File: config.mk
export PLATFORM = sky130hd
export DESIGN_NAME = pic_top
export DESIGN_NICKNAME = d
export VERILOG_FILES = /design/src/logic/pic_pkg.sv /design/src/logic/pic_rate_div.sv /design/src/logic/pic_top.sv
export SDC_FILE = /design/constraint.sdc
export NUM_CORES = 1
export LEC_CHECK = 0
export ABC_AREA = 0
export BUFFER_PORTS_ARGS = -buffer_cell sky130_fd_sc_hd__buf_2
export CAP_MARGIN = 20
export CORE_MARGIN = 4
export CORE_UTILIZATION = 53
export CTS_CLUSTER_SIZE = 30
export DETAILED_ROUTE_END_ITERATION = 6
export PLACE_DENSITY = 0.8
export SKIP_LAST_GASP = 1
export SYNTH_ARGS = -nofsm -noshare
export SYNTH_HDL_FRONTEND = slang
export SYNTH_HIERARCHICAL = 1
export SYNTH_SLANG_ARGS = --single-unit
File: constraint.sdc
create_clock -name hclk -period 3.55 [get_ports hclk]
set_input_delay 0.1775 -clock hclk [delete_from_list [all_inputs] [get_ports hclk]]
set_output_delay 0.1775 -clock hclk [all_outputs]
set_load 0.03 [all_outputs]
File: src/logic/pic_pkg.sv
// constants, register map and types for the programmable interval clock
package pic_pkg;

  localparam int unsigned CLK_HZ = 200_000_000;
  localparam int unsigned BASE_RATE_HZ = 1_000_000;
  localparam int unsigned BASE_DIV = CLK_HZ / BASE_RATE_HZ;
  localparam int unsigned DECADE_DIV = 10;
  localparam int unsigned RATE_NUM = 5;
  localparam logic [7:0] BASE_LAST = 8'(BASE_DIV - 1);
  localparam logic [3:0] DECADE_LAST = 4'(DECADE_DIV - 1);

  localparam logic [7:0] STATUS_OFS = 8'h00;
  localparam logic [7:0] PRESET_OFS = 8'h04;
  localparam logic [7:0] COUNTER_OFS = 8'h08;
  localparam logic [7:0] TRIGSEL_OFS = 8'h0C;
  localparam logic [2:0] HSIZE_WORD = 3'h2;

  localparam int EXT_FLAG_BIT = 15;
  localparam int EXT_IE_BIT = 14;
  localparam int MODE_BIT = 8;
  localparam int OVF_FLAG_BIT = 7;
  localparam int OVF_IE_BIT = 6;
  localparam int RATE_LSB = 1;
  localparam int EN_BIT = 0;
  localparam int TRIG_OVF_BIT = 0;
  localparam int TRIG_EXT_BIT = 1;

  localparam logic [2:0] RATE_STOP = 3'h0;
  localparam logic [2:0] RATE_100HZ = 3'h5;
  localparam logic [2:0] RATE_EXT = 3'h6;
  localparam logic [7:0] COUNT_MAX = 8'hFF;

  typedef struct packed {
    logic ext_flag;
    logic ext_ie;
    logic mode;
    logic ovf_flag;
    logic ovf_ie;
    logic [2:0] rate;
    logic enable;
  } pic_status_t;

  typedef struct packed {
    logic [7:0] addr;
    logic write;
  } pic_req_t;

  typedef enum logic [1:0] {
    PIC_IDLE,
    PIC_WRITE,
    PIC_RD_WAIT,
    PIC_RD_DONE
  } pic_phase_t;

  localparam pic_status_t STATUS_RESET = '0;
  localparam pic_req_t REQ_RESET = '0;
  localparam logic [7:0] PRESET_RESET = 8'h00;
  localparam logic [7:0] COUNTER_RESET = 8'h00;
  localparam logic [1:0] TRIGSEL_RESET = 2'h0;
  localparam logic [31:0] RDATA_RESET = 32'h0000_0000;

endpackage : pic_pkg

File: src/logic/pic_rate_div.sv
// crystal divider chain giving the five internal tick rates
module pic_rate_div (
  input wire logic hclk, // system clock
  input wire logic hresetn, // async reset, active low
  output logic [pic_pkg::RATE_NUM-1:0] tick_o // 1 MHz .. 100 Hz pulses
);

  logic [7:0] base_q;
  logic [7:0] base_d;

  always_comb begin
    base_d = base_q + 8'h01;
    if (base_q == pic_pkg::BASE_LAST) begin
      base_d = 8'h00;
    end
  end

  always_ff @(posedge hclk or negedge hresetn) begin
    if (!hresetn) begin
      base_q <= 8'h00;
    end else begin
      base_q <= base_d;
    end
  end

  assign tick_o[0] = (base_q == pic_pkg::BASE_LAST);

  // each decade divides the previous tick by ten
  for (genvar i = 1; i < pic_pkg::RATE_NUM; i++) begin : g_decade
    logic [3:0] dec_q;
    logic [3:0] dec_d;

    always_comb begin
      dec_d = dec_q;
      if (tick_o[i-1]) begin
        dec_d = (dec_q == pic_pkg::DECADE_LAST) ? 4'h0 : dec_q + 4'h1;
      end
    end

    always_ff @(posedge hclk or negedge hresetn) begin
      if (!hresetn) begin
        dec_q <= 4'h0;
      end else begin
        dec_q <= dec_d;
      end
    end

    assign tick_o[i] = tick_o[i-1] && (dec_q == pic_pkg::DECADE_LAST);
  end

endmodule : pic_rate_div

File: src/logic/pic_top.sv
// programmable interval clock with its AHB-Lite register slave
//
// Our own choices: the register offsets and the AHB-Lite register port.
module pic_top (
  input wire logic hclk, // system clock, 200 MHz
  input wire logic hresetn, // async reset, active low
  input wire logic hsel, // slave select
  input wire logic [31:0] haddr, // byte address
  input wire logic [1:0] htrans, // transfer type
  input wire logic hwrite, // write when high
  input wire logic [2:0] hsize, // transfer size
  input wire logic [31:0] hwdata, // write data
  input wire logic hready, // bus ready
  output logic hreadyout, // slave ready
  output logic hresp, // always OKAY
  output logic [31:0] hrdata, // read data
  input wire logic external_event_in_n, // external event, active low
  output logic irq_o, // shared interrupt request
  output logic conv_start_o // conversion start pulse
);

  pic_pkg::pic_phase_t phase_q;
  pic_pkg::pic_phase_t phase_d;
  pic_pkg::pic_req_t req_q;
  pic_pkg::pic_req_t req_d;
  logic [31:0] hrdata_q;
  logic [31:0] hrdata_d;
  logic [31:0] rd_mux;

  pic_pkg::pic_status_t st_q;
  pic_pkg::pic_status_t st_d;
  logic [7:0] preset_q;
  logic [7:0] preset_d;
  logic [7:0] cnt_q;
  logic [7:0] cnt_d;
  logic [1:0] trig_q;
  logic [1:0] trig_d;
  logic conv_q;
  logic conv_d;

  logic [1:0] sync_q;
  logic [1:0] sync_d;
  logic prev_q;
  logic prev_d;

  logic [pic_pkg::RATE_NUM-1:0] tick;
  logic [2:0] rate_idx;
  logic rate_tick;
  logic adv;
  logic ovf_evt;
  logic ext_evt;
  logic accept;
  logic wr_en;
  logic wr_stat;
  logic wr_preset;
  logic wr_cnt;
  logic wr_trig;

  pic_rate_div u_rate_div (
    .hclk(hclk),
    .hresetn(hresetn),
    .tick_o(tick)
  );

  // bus phase tracking: writes take no wait, reads one wait state
  assign accept = hsel && htrans[1] && hready
    && (hsize == pic_pkg::HSIZE_WORD);

  always_comb begin
    phase_d = phase_q;
    req_d = req_q;
    unique case (phase_q)
      pic_pkg::PIC_RD_WAIT: begin
        phase_d = pic_pkg::PIC_RD_DONE;
      end
      pic_pkg::PIC_IDLE, pic_pkg::PIC_WRITE, pic_pkg::PIC_RD_DONE: begin
        if (accept) begin
          req_d.addr = haddr[7:0];
          req_d.write = hwrite;
          phase_d = hwrite ? pic_pkg::PIC_WRITE : pic_pkg::PIC_RD_WAIT;
        end else begin
          phase_d = pic_pkg::PIC_IDLE;
        end
      end
    endcase
  end

  assign wr_en = (phase_q == pic_pkg::PIC_WRITE);
  assign wr_stat = wr_en && (req_q.addr == pic_pkg::STATUS_OFS);
  assign wr_preset = wr_en && (req_q.addr == pic_pkg::PRESET_OFS);
  assign wr_cnt = wr_en && (req_q.addr == pic_pkg::COUNTER_OFS);
  assign wr_trig = wr_en && (req_q.addr == pic_pkg::TRIGSEL_OFS);

  // read view; unused bits zero, status bit 4 reads one
  always_comb begin
    rd_mux = 32'h0000_0000;
    unique case (req_q.addr)
      pic_pkg::STATUS_OFS: begin
        rd_mux[pic_pkg::EXT_FLAG_BIT] = st_q.ext_flag;
        rd_mux[pic_pkg::EXT_IE_BIT] = st_q.ext_ie;
        rd_mux[pic_pkg::MODE_BIT] = st_q.mode;
        rd_mux[pic_pkg::OVF_FLAG_BIT] = st_q.ovf_flag;
        rd_mux[pic_pkg::OVF_IE_BIT] = st_q.ovf_ie;
        rd_mux[4] = 1'b1;
        rd_mux[pic_pkg::RATE_LSB +: 3] = st_q.rate;
        rd_mux[pic_pkg::EN_BIT] = st_q.enable;
      end
      pic_pkg::PRESET_OFS: begin
        rd_mux[7:0] = preset_q;
      end
      pic_pkg::COUNTER_OFS: begin
        rd_mux[7:0] = cnt_q;
      end
      pic_pkg::TRIGSEL_OFS: begin
        rd_mux[1:0] = trig_q;
      end
      default: begin
        rd_mux = 32'h0000_0000;
      end
    endcase
  end

  always_comb begin
    hrdata_d = hrdata_q;
    if (phase_q == pic_pkg::PIC_RD_WAIT) begin
      hrdata_d = rd_mux;
    end
  end

  always_ff @(posedge hclk or negedge hresetn) begin
    if (!hresetn) begin
      phase_q <= pic_pkg::PIC_IDLE;
      req_q <= pic_pkg::REQ_RESET;
      hrdata_q <= pic_pkg::RDATA_RESET;
    end else begin
      phase_q <= phase_d;
      req_q <= req_d;
      hrdata_q <= hrdata_d;
    end
  end

  assign hreadyout = (phase_q != pic_pkg::PIC_RD_WAIT);
  assign hresp = 1'b0;
  assign hrdata = hrdata_q;

  // external input: two-flop synchroniser, then falling edge
  always_comb begin
    sync_d = {sync_q[0], external_event_in_n};
    prev_d = sync_q[1];
  end

  assign ext_evt = prev_q && !sync_q[1];

  always_ff @(posedge hclk or negedge hresetn) begin
    if (!hresetn) begin
      sync_q <= 2'h3;
      prev_q <= 1'b1;
    end else begin
      sync_q <= sync_d;
      prev_q <= prev_d;
    end
  end

  // time base selection
  assign rate_idx = st_q.rate - 3'h1;

  always_comb begin
    rate_tick = 1'b0;
    if (st_q.rate == pic_pkg::RATE_EXT) begin
      rate_tick = ext_evt && st_q.mode;
    end else if (st_q.rate != pic_pkg::RATE_STOP
                 && st_q.rate <= pic_pkg::RATE_100HZ) begin
      rate_tick = tick[rate_idx];
    end
  end

  assign adv = st_q.enable && rate_tick;
  assign ovf_evt = adv && (cnt_q == pic_pkg::COUNT_MAX);

  // counter, preset and status next state
  always_comb begin
    st_d = st_q;
    preset_d = preset_q;
    cnt_d = cnt_q;
    trig_d = trig_q;
    if (wr_stat) begin
      st_d.ext_flag = hwdata[pic_pkg::EXT_FLAG_BIT];
      st_d.ext_ie = hwdata[pic_pkg::EXT_IE_BIT];
      st_d.mode = hwdata[pic_pkg::MODE_BIT];
      st_d.ovf_flag = hwdata[pic_pkg::OVF_FLAG_BIT];
      st_d.ovf_ie = hwdata[pic_pkg::OVF_IE_BIT];
      st_d.rate = hwdata[pic_pkg::RATE_LSB +: 3];
      st_d.enable = hwdata[pic_pkg::EN_BIT];
    end
    if (adv) begin
      cnt_d = cnt_q + 8'h01;
      if (ovf_evt) begin
        cnt_d = st_q.mode ? preset_q : 8'h00;
      end
    end
    // hardware events win over a software clear in the same cycle
    if (ovf_evt) begin
      st_d.ovf_flag = 1'b1;
      if (!st_q.mode) begin
        st_d.enable = 1'b0;
      end
    end
    if (ext_evt) begin
      st_d.ext_flag = 1'b1;
    end
    if (wr_preset) begin
      preset_d = hwdata[7:0];
      if (!st_q.enable) begin
        cnt_d = hwdata[7:0];
      end
    end
    if (wr_cnt) begin
      cnt_d = hwdata[7:0];
    end
    if (wr_trig) begin
      trig_d = hwdata[1:0];
    end
  end

  always_comb begin
    conv_d = (ovf_evt && trig_q[pic_pkg::TRIG_OVF_BIT])
      || (ext_evt && trig_q[pic_pkg::TRIG_EXT_BIT]);
  end

  always_ff @(posedge hclk or negedge hresetn) begin
    if (!hresetn) begin
      st_q <= pic_pkg::STATUS_RESET;
      preset_q <= pic_pkg::PRESET_RESET;
      cnt_q <= pic_pkg::COUNTER_RESET;
      trig_q <= pic_pkg::TRIGSEL_RESET;
      conv_q <= 1'b0;
    end else begin
      st_q <= st_d;
      preset_q <= preset_d;
      cnt_q <= cnt_d;
      trig_q <= trig_d;
      conv_q <= conv_d;
    end
  end

  // one level request; stays up until software clears the flag
  assign irq_o = (st_q.ovf_flag && st_q.ovf_ie)
    || (st_q.ext_flag && st_q.ext_ie);
  assign conv_start_o = conv_q;
endmodule : pic_top

# --- Yosys cells after proc, flatten, opt, wreduce, memory -nomap -nowiden ---
# Index checks and enable logic that the tools add are counted.
# W data, S select, Z words.
totals:
  elab_cells: 104
  regBits: 76
  out_inout_bits: 36
  in_bits: 75
op_classes:
  mux: 29
  addsub: 7
  n_eq_ne: 15
  n_reduce_logical: 30
  n_lt_le_gt_ge: 2
op_table:
  columns: ["operator", "count"]
  rows:
  - ["$mux W8", 7]
  - ["$logic_and A1 B1 Y1", 20]
  - ["$add A4 B1 Y4 const B", 4]
  - ["$add A8 B1 Y8 const B", 2]
  - ["$eq A4 B4 Y1 const B", 4]
  - ["$eq A8 B4 Y1 const B", 2]
  - ["$eq A8 B8 Y1 const B", 2]
  - ["$mux W4", 4]
  - ["$mux W9", 1]
  - ["$pmux W3 S3", 1]
  - ["$eq A8 B3 Y1 const B", 1]
  - ["$logic_not A8 Y1", 1]
  - ["$mux W1", 8]
  - ["$pmux W2 S4", 1]
  - ["$mux W2", 3]
  - ["$pmux W2 S3", 1]
  - ["$eq A2 B2 Y1 const B", 2]
  - ["$lt A3 B4 Y1 const B", 1]
  - ["$pmux W2 S2", 1]
  - ["$reduce_bool A2 Y1", 2]
  - ["$bmux W1 S3", 1]
  - ["$eq A3 B2 Y1 const B", 1]
  - ["$eq A3 B3 Y1 const B", 1]
  - ["$le A3 B3 Y1 const B", 1]
  - ["other kinds (10)", 11]

# --- Logic depth before layout (Yosys ltp) ---
logic_depth:
  depth_word: 16
  ltp_mapped: 11

# --- Hierarchy ---
# Netlist, hierarchy kept.
modules_own_cells:
  columns: ["mod", "cells_each", "area_per_inst_um2", "instances"]
  rows:
  - ["pic_top", 270, 2837.7, 1]
  - ["pic_rate_div", 114, 1226.2, 1]

# --- Worst setup path after synthesis ---
# Ideal clock, no wire load.
synth_timing:
  kind: "register to register"
  startpoint: "reg u_rate_div.base_q[0]"
  endpoint: "reg cnt_q[3]"
  required_ns: 3.426
  setup_slack_ns: 0.920
  stages_incl_launch_ff: 11
  synth_period_minus_slack_ns: 2.630
  arrival_ns: 2.506
  path_buffers: 0
  cell_sequence: "dfrtp_1 -> ha_1 -> nand4b_2 -> nor4b_4 -> nand4_1 -> inv_1 -> mux4_1 -> o21bai_4 -> nor4b_4 -> a31oi_1 -> o31a_1"
synth_via:
  elab_chain_len: 16
synth_rtl:
  columns: ["element", "line", "text"]
  rows:
  - ["start, declared", "pic_rate_div.sv:8", "logic [7:0] base_q;"]
  - ["start signal, assigned", "pic_rate_div.sv:22", "base_q <= base_d;"]
  - ["$eq A8 B8 Y1 (*)", "pic_rate_div.sv:26", "assign tick_o[0] = (base_q == pic_pkg::BASE_LAST);"]
  - ["$logic_and A1 B1 Y1 (*)", "pic_rate_div.sv:48", "assign tick_o[i] = tick_o[i-1] && (dec_q == pic_pkg::DECADE_LAST);"]
  - ["named net tick, one bit", "pic_top.sv:46", "logic [pic_pkg::RATE_NUM-1:0] tick;"]
  - ["$logic_and A1 B1 Y1 (*) (2 in a row)", "pic_rate_div.sv:48", null]
  - ["named net tick, one bit", "pic_top.sv:46", null]
  - ["$logic_and A1 B1 Y1", "pic_rate_div.sv:48", null]
  - ["$bmux W1 S3 (*)", "pic_top.sv:173", "rate_tick = tick[rate_idx];"]
  - ["$mux W1 (implied by the code) (*)", "pic_top.sv:173", null]
  - ["[2 not listed]", null, null]
  - ["$logic_and A1 B1 Y1 (*)", "pic_top.sv:177", "assign adv = st_q.enable && rate_tick;"]
  - ["$logic_and A1 B1 Y1", "pic_top.sv:178", "assign ovf_evt = adv && (cnt_q == pic_pkg::COUNT_MAX);"]
  - ["$mux W8", "pic_top.sv:197", "if (ovf_evt) begin"]
  - ["$mux W8 (*)", "pic_top.sv:195", "if (adv) begin"]
  - ["$mux W8", "pic_top.sv:213", "if (!st_q.enable) begin"]
  - ["$mux W8 (*)", "pic_top.sv:211", "if (wr_preset) begin"]
  - ["$mux W8 (*)", "pic_top.sv:217", "if (wr_cnt) begin"]
  - ["named net cnt_d[3]", "pic_top.sv:35", "logic [7:0] cnt_d;"]
  - ["end signal, assigned", "pic_top.sv:234", "cnt_q <= pic_pkg::COUNTER_RESET;"]
  - ["end signal, assigned", "pic_top.sv:240", "cnt_q <= cnt_d;"]
  - ["end, declared", "pic_top.sv:34", "logic [7:0] cnt_q;"]
# Mark *: on every way through the listed nets, which the timed path passes. The rest lies on a longest branch. The select of a mux whose other input is x is not followed.
# A chain may end at the register's enable or synchronous reset.

# --- Worst setup path after layout ---
layout_timing:
  startpoint: "reg u_rate_div.base_q[0]"
  endpoint: "reg cnt_q[3]"
layout_via:
  elab_chain_len: 16
layout_rtl:
  columns: ["element", "line", "text"]
  rows:
  - ["$eq A8 B8 Y1 (*)", "pic_rate_div.sv:26", null]
  - ["$logic_and A1 B1 Y1 (*)", "pic_rate_div.sv:48", null]
  - ["named net tick, one bit", "pic_top.sv:46", null]
  - ["$logic_and A1 B1 Y1 (*) (3 in a row)", "pic_rate_div.sv:48", null]
  - ["named net tick, one bit", "pic_top.sv:46", null]
  - ["$bmux W1 S3 (*)", "pic_top.sv:173", null]
  - ["$mux W1 (implied by the code) (*)", "pic_top.sv:173", null]
  - ["$mux W1 (*)", "pic_top.sv:171", "end else if (st_q.rate != pic_pkg::RATE_STOP"]
  - ["$mux W1 (*)", "pic_top.sv:169", "if (st_q.rate == pic_pkg::RATE_EXT) begin"]
  - ["$logic_and A1 B1 Y1 (*)", "pic_top.sv:177", null]
  - ["$logic_and A1 B1 Y1", "pic_top.sv:178", null]
  - ["$mux W8", "pic_top.sv:197", null]
  - ["$mux W8 (*)", "pic_top.sv:195", null]
  - ["$mux W8", "pic_top.sv:213", null]
  - ["$mux W8 (*)", "pic_top.sv:211", null]
  - ["$mux W8 (*)", "pic_top.sv:217", null]
  - ["named net cnt_d[3]", "pic_top.sv:35", null]
# Marked as above.

==> metrics.cfg <==
[run_status]
status = finished, violations left
violations = hold timing

[cells_and_area]
n_antenna_cell = 0
nNetsFinal = 508
syn_to_final_growth_pct = 10.3
fillers = 649
drive_gt1_share_pct = 23.8
multiInputGateArea_mm2 = 0.00196
final_common_cell = dfrtp_1
layout_common_cells = dfrtp_1, buf_2, nand2_1
seq_area_mm2 = 0.00191

[sta]
layout_min_cycle_time_ns = 2.85
fin_worst_skew_ns = 0.0158
maxClockFrequency_mhz = 350
relSlewSlack_pct = 38.1
period_share_pct = 80.4
final-setup-viol-count = 0
rsz0062_at_grt = false
fin_setup_tns_ns = 0
hold_viol_final = 61
report.final.slew_viol_count = 0
worstMarginPinSlew_ns = 0.929
hold_slack_ns = -0.0347

[die]
dieWidth_um = 95.6
die_y_um = 95.6
io_pins = 111
dieArea_mm2 = 0.00913
core_area_mm2 = 0.00737
start_util_pct = 55.1
num_rows = 31

[route]
drt_pass1_iterations = 5
drcViolationCount = 0
vias = 3126
wl_per_cell_um = 16.4
detail-route-antenna-nets = 0
drt_iter0_drc = 276
vias_per_cell = 5.89
wl_um = 8690

[pwr]
power.leakage_nw = 2.11
ir_drop_uv = 253
internal_power_mw = 1.76
switching_share_pct = 38.8
pwr_density_cell_mw_per_mm2 = 643
p_comb_share_pct = 31.7
seqPwrFrac_pct = 45.7
clockPowerShare_pct = 22.5
power.switching_mw = 1.12
p_total_mw = 2.88

[synth]
synth_top_cell_by_area = dfrtp_1
synthTopCellsByArea = dfrtp_1, mux2_2, buf_4
yosys.cell_types.count = 67
synth_edf_count = 0
synthFlopType = dfrtp_1
synth_top_area_share_pct = 45.0
netlist_area_mm2 = 0.00406
synth_cells = 384
avgSynthCellArea_um2 = 10.6
ys_warn_count = 6
synth-seq-cells = 76
ys_seq_area_share_pct = 46.9
async_reset_ff_share_pct = 100

[critical_path]
arrival_ns = 3.09
cp-start-kind = register
path_class = reg -> reg
critPathCaptureType = register
startpoint = u_rate_div/base_q[0]
reg2reg_from = u_rate_div/base_q[0]
required_ns = 3.78
crit_fanout = 14
reg2reg_depth = 10

[placement]
io_buffers = 42
gp_congestion = 0.917
place_hpwl_um = 6190

[global_route]
grt_max_degree = 77
grt_usage_pct = 20.5
antenna_found_initial = 0
first_global_vias = 2932
grt_pass1_wl_um = 14400
grt-ovfl-total = 0

[job]
maxCapViolations = 0

[clock_tree]
cts_buffers = 9
clkSinkCount = 76
cts_buffer_depth = 2
tritoncts = done
cts.clk_slew.worst_paths_ns = 0.08
post_cts_buffers = 0
clk_latency_ns = 0.36
cts_resized = 0
h-tree-depth = 3
ctsHoldBuffers = 1
root_buffer = clkbuf_8

[min_path]
hold_class = in -> async

==> power groups by stage <==
stage / Sequential (mW) / Combinational [mW] / Clock (mW)
detailed placement: 1.33 / 0.905 / 0
floorplan: 1.31 / 0.661 / 0
global placement: 1.32 / 0.883 / 0
global route: 1.34 / 1.00 / 0.695
finish: 1.32 / 0.914 / 0.650
CTS: 1.31 / 0.909 / 0.658
==> final cells by class <==
class / count / area share (%)
multi-input cells: 279 / 43.7
flip-flops and latches: 76 / 42.5
repair buffers: 46 / 5.47
clock buffers: 9 / 2.76
well taps: 99 / 2.76
clock inverters: 7 / 1.51
inverters: 15 / 1.26
==> per-layer routing <==
layer	vias up	track usage (%)	wire length (um)
met4	0	7.23	160
met2	128	32.4	4100
met1	1539	27.8	3690
met5	-	0	0
met3	20	4.66	737
li1	1439	-	-
==> stage by stage <==
step	instances	hold WS, ns	worst slack, ns	cell area [um2]	util (%)
global placement	514	0.284	0.748	4280	58.1
CTS	531	0.00141	0.681	4480	60.8
floorplan	405	-0.118	0.920	4140	-
finish	531	-0.0347	0.696	4480	60.8
global route	531	0.0517	0.412	4480	60.8
detailed placement	514	0.285	0.721	4280	58.1
==> cells in the mapped netlist (3+ instances only) <==
library cell and number:
mux2i_1 7, o2111ai_1 4, nand4_1 6, nand2_1 36, nor3_1 5, nor2b_1 10, a22o_1 5, dfstp_2 3
clkbuf_1 10, a31oi_1 3, ha_1 6, xnor2_1 9, nor2_1 25, dfrtp_1 73, nand2b_1 4, o21ai_0 14
o21ai_1 5, and3_1 8, a41o_1 3, nand3_1 18, xor2_1 4, inv_1 14, mux2_2 25, a21oi_1 10
buf_4 22, a41oi_1 4
==> worst max-delay path, stage by stage (launching register included) <==
cell      delay (ns)
dfrtp_1         0.37
ha_1            0.29
nand4b_2        0.21
nor4b_4         0.39
nand3_2         0.13
nor3b_1         0.25
a32oi_1         0.22
nor4b_4         0.28
buf_4           0.24
a31oi_1         0.10
o31a_1          0.27
==> final timing paths <==
check / endpoint / slack (ns)
min in group hclk: cnt_q[4] / 0.04
setup reg to reg: cnt_q[3] / 0.70
hold reg to reg: sync_q[1] / 0.36
hold / removal: req_q[6] / -0.03
max in group asynchronous: cnt_q[1] / 2.99
setup / recovery: cnt_q[3] / 0.70
==> logic make-up (layout without fill, tap and decap cells) <==
family | Yosys count | count (layout) | synth area share [%]
DFF | 76 | 76 | 46.9
muxes | 36 | 36 | 10.8
xor gates and xnor gates | 13 | 13 | 2.80
AOI/OAI and AO/OA | 71 | 71 | 12.8
adders and majority gates | 6 | 6 | 1.85
buffers and inverters | 50 | 77 | 6.87
other | 1 | 22 | 0.0923
and+or+nand+nor | 131 | 131 | 18.0
==> sequential cells by signal, indices dropped and copies added (netlist names), 2 cells and up <==
register,count
sync_q,2
preset_q,8
u_rate_div/g_decade.dec_q,16
phase_q,2
u_rate_div/base_q,8
st_q,9
cnt_q,8
req_q,8
trig_q,2
hrdata,11
No activity file was read; power rests on OpenSTA's default activity.
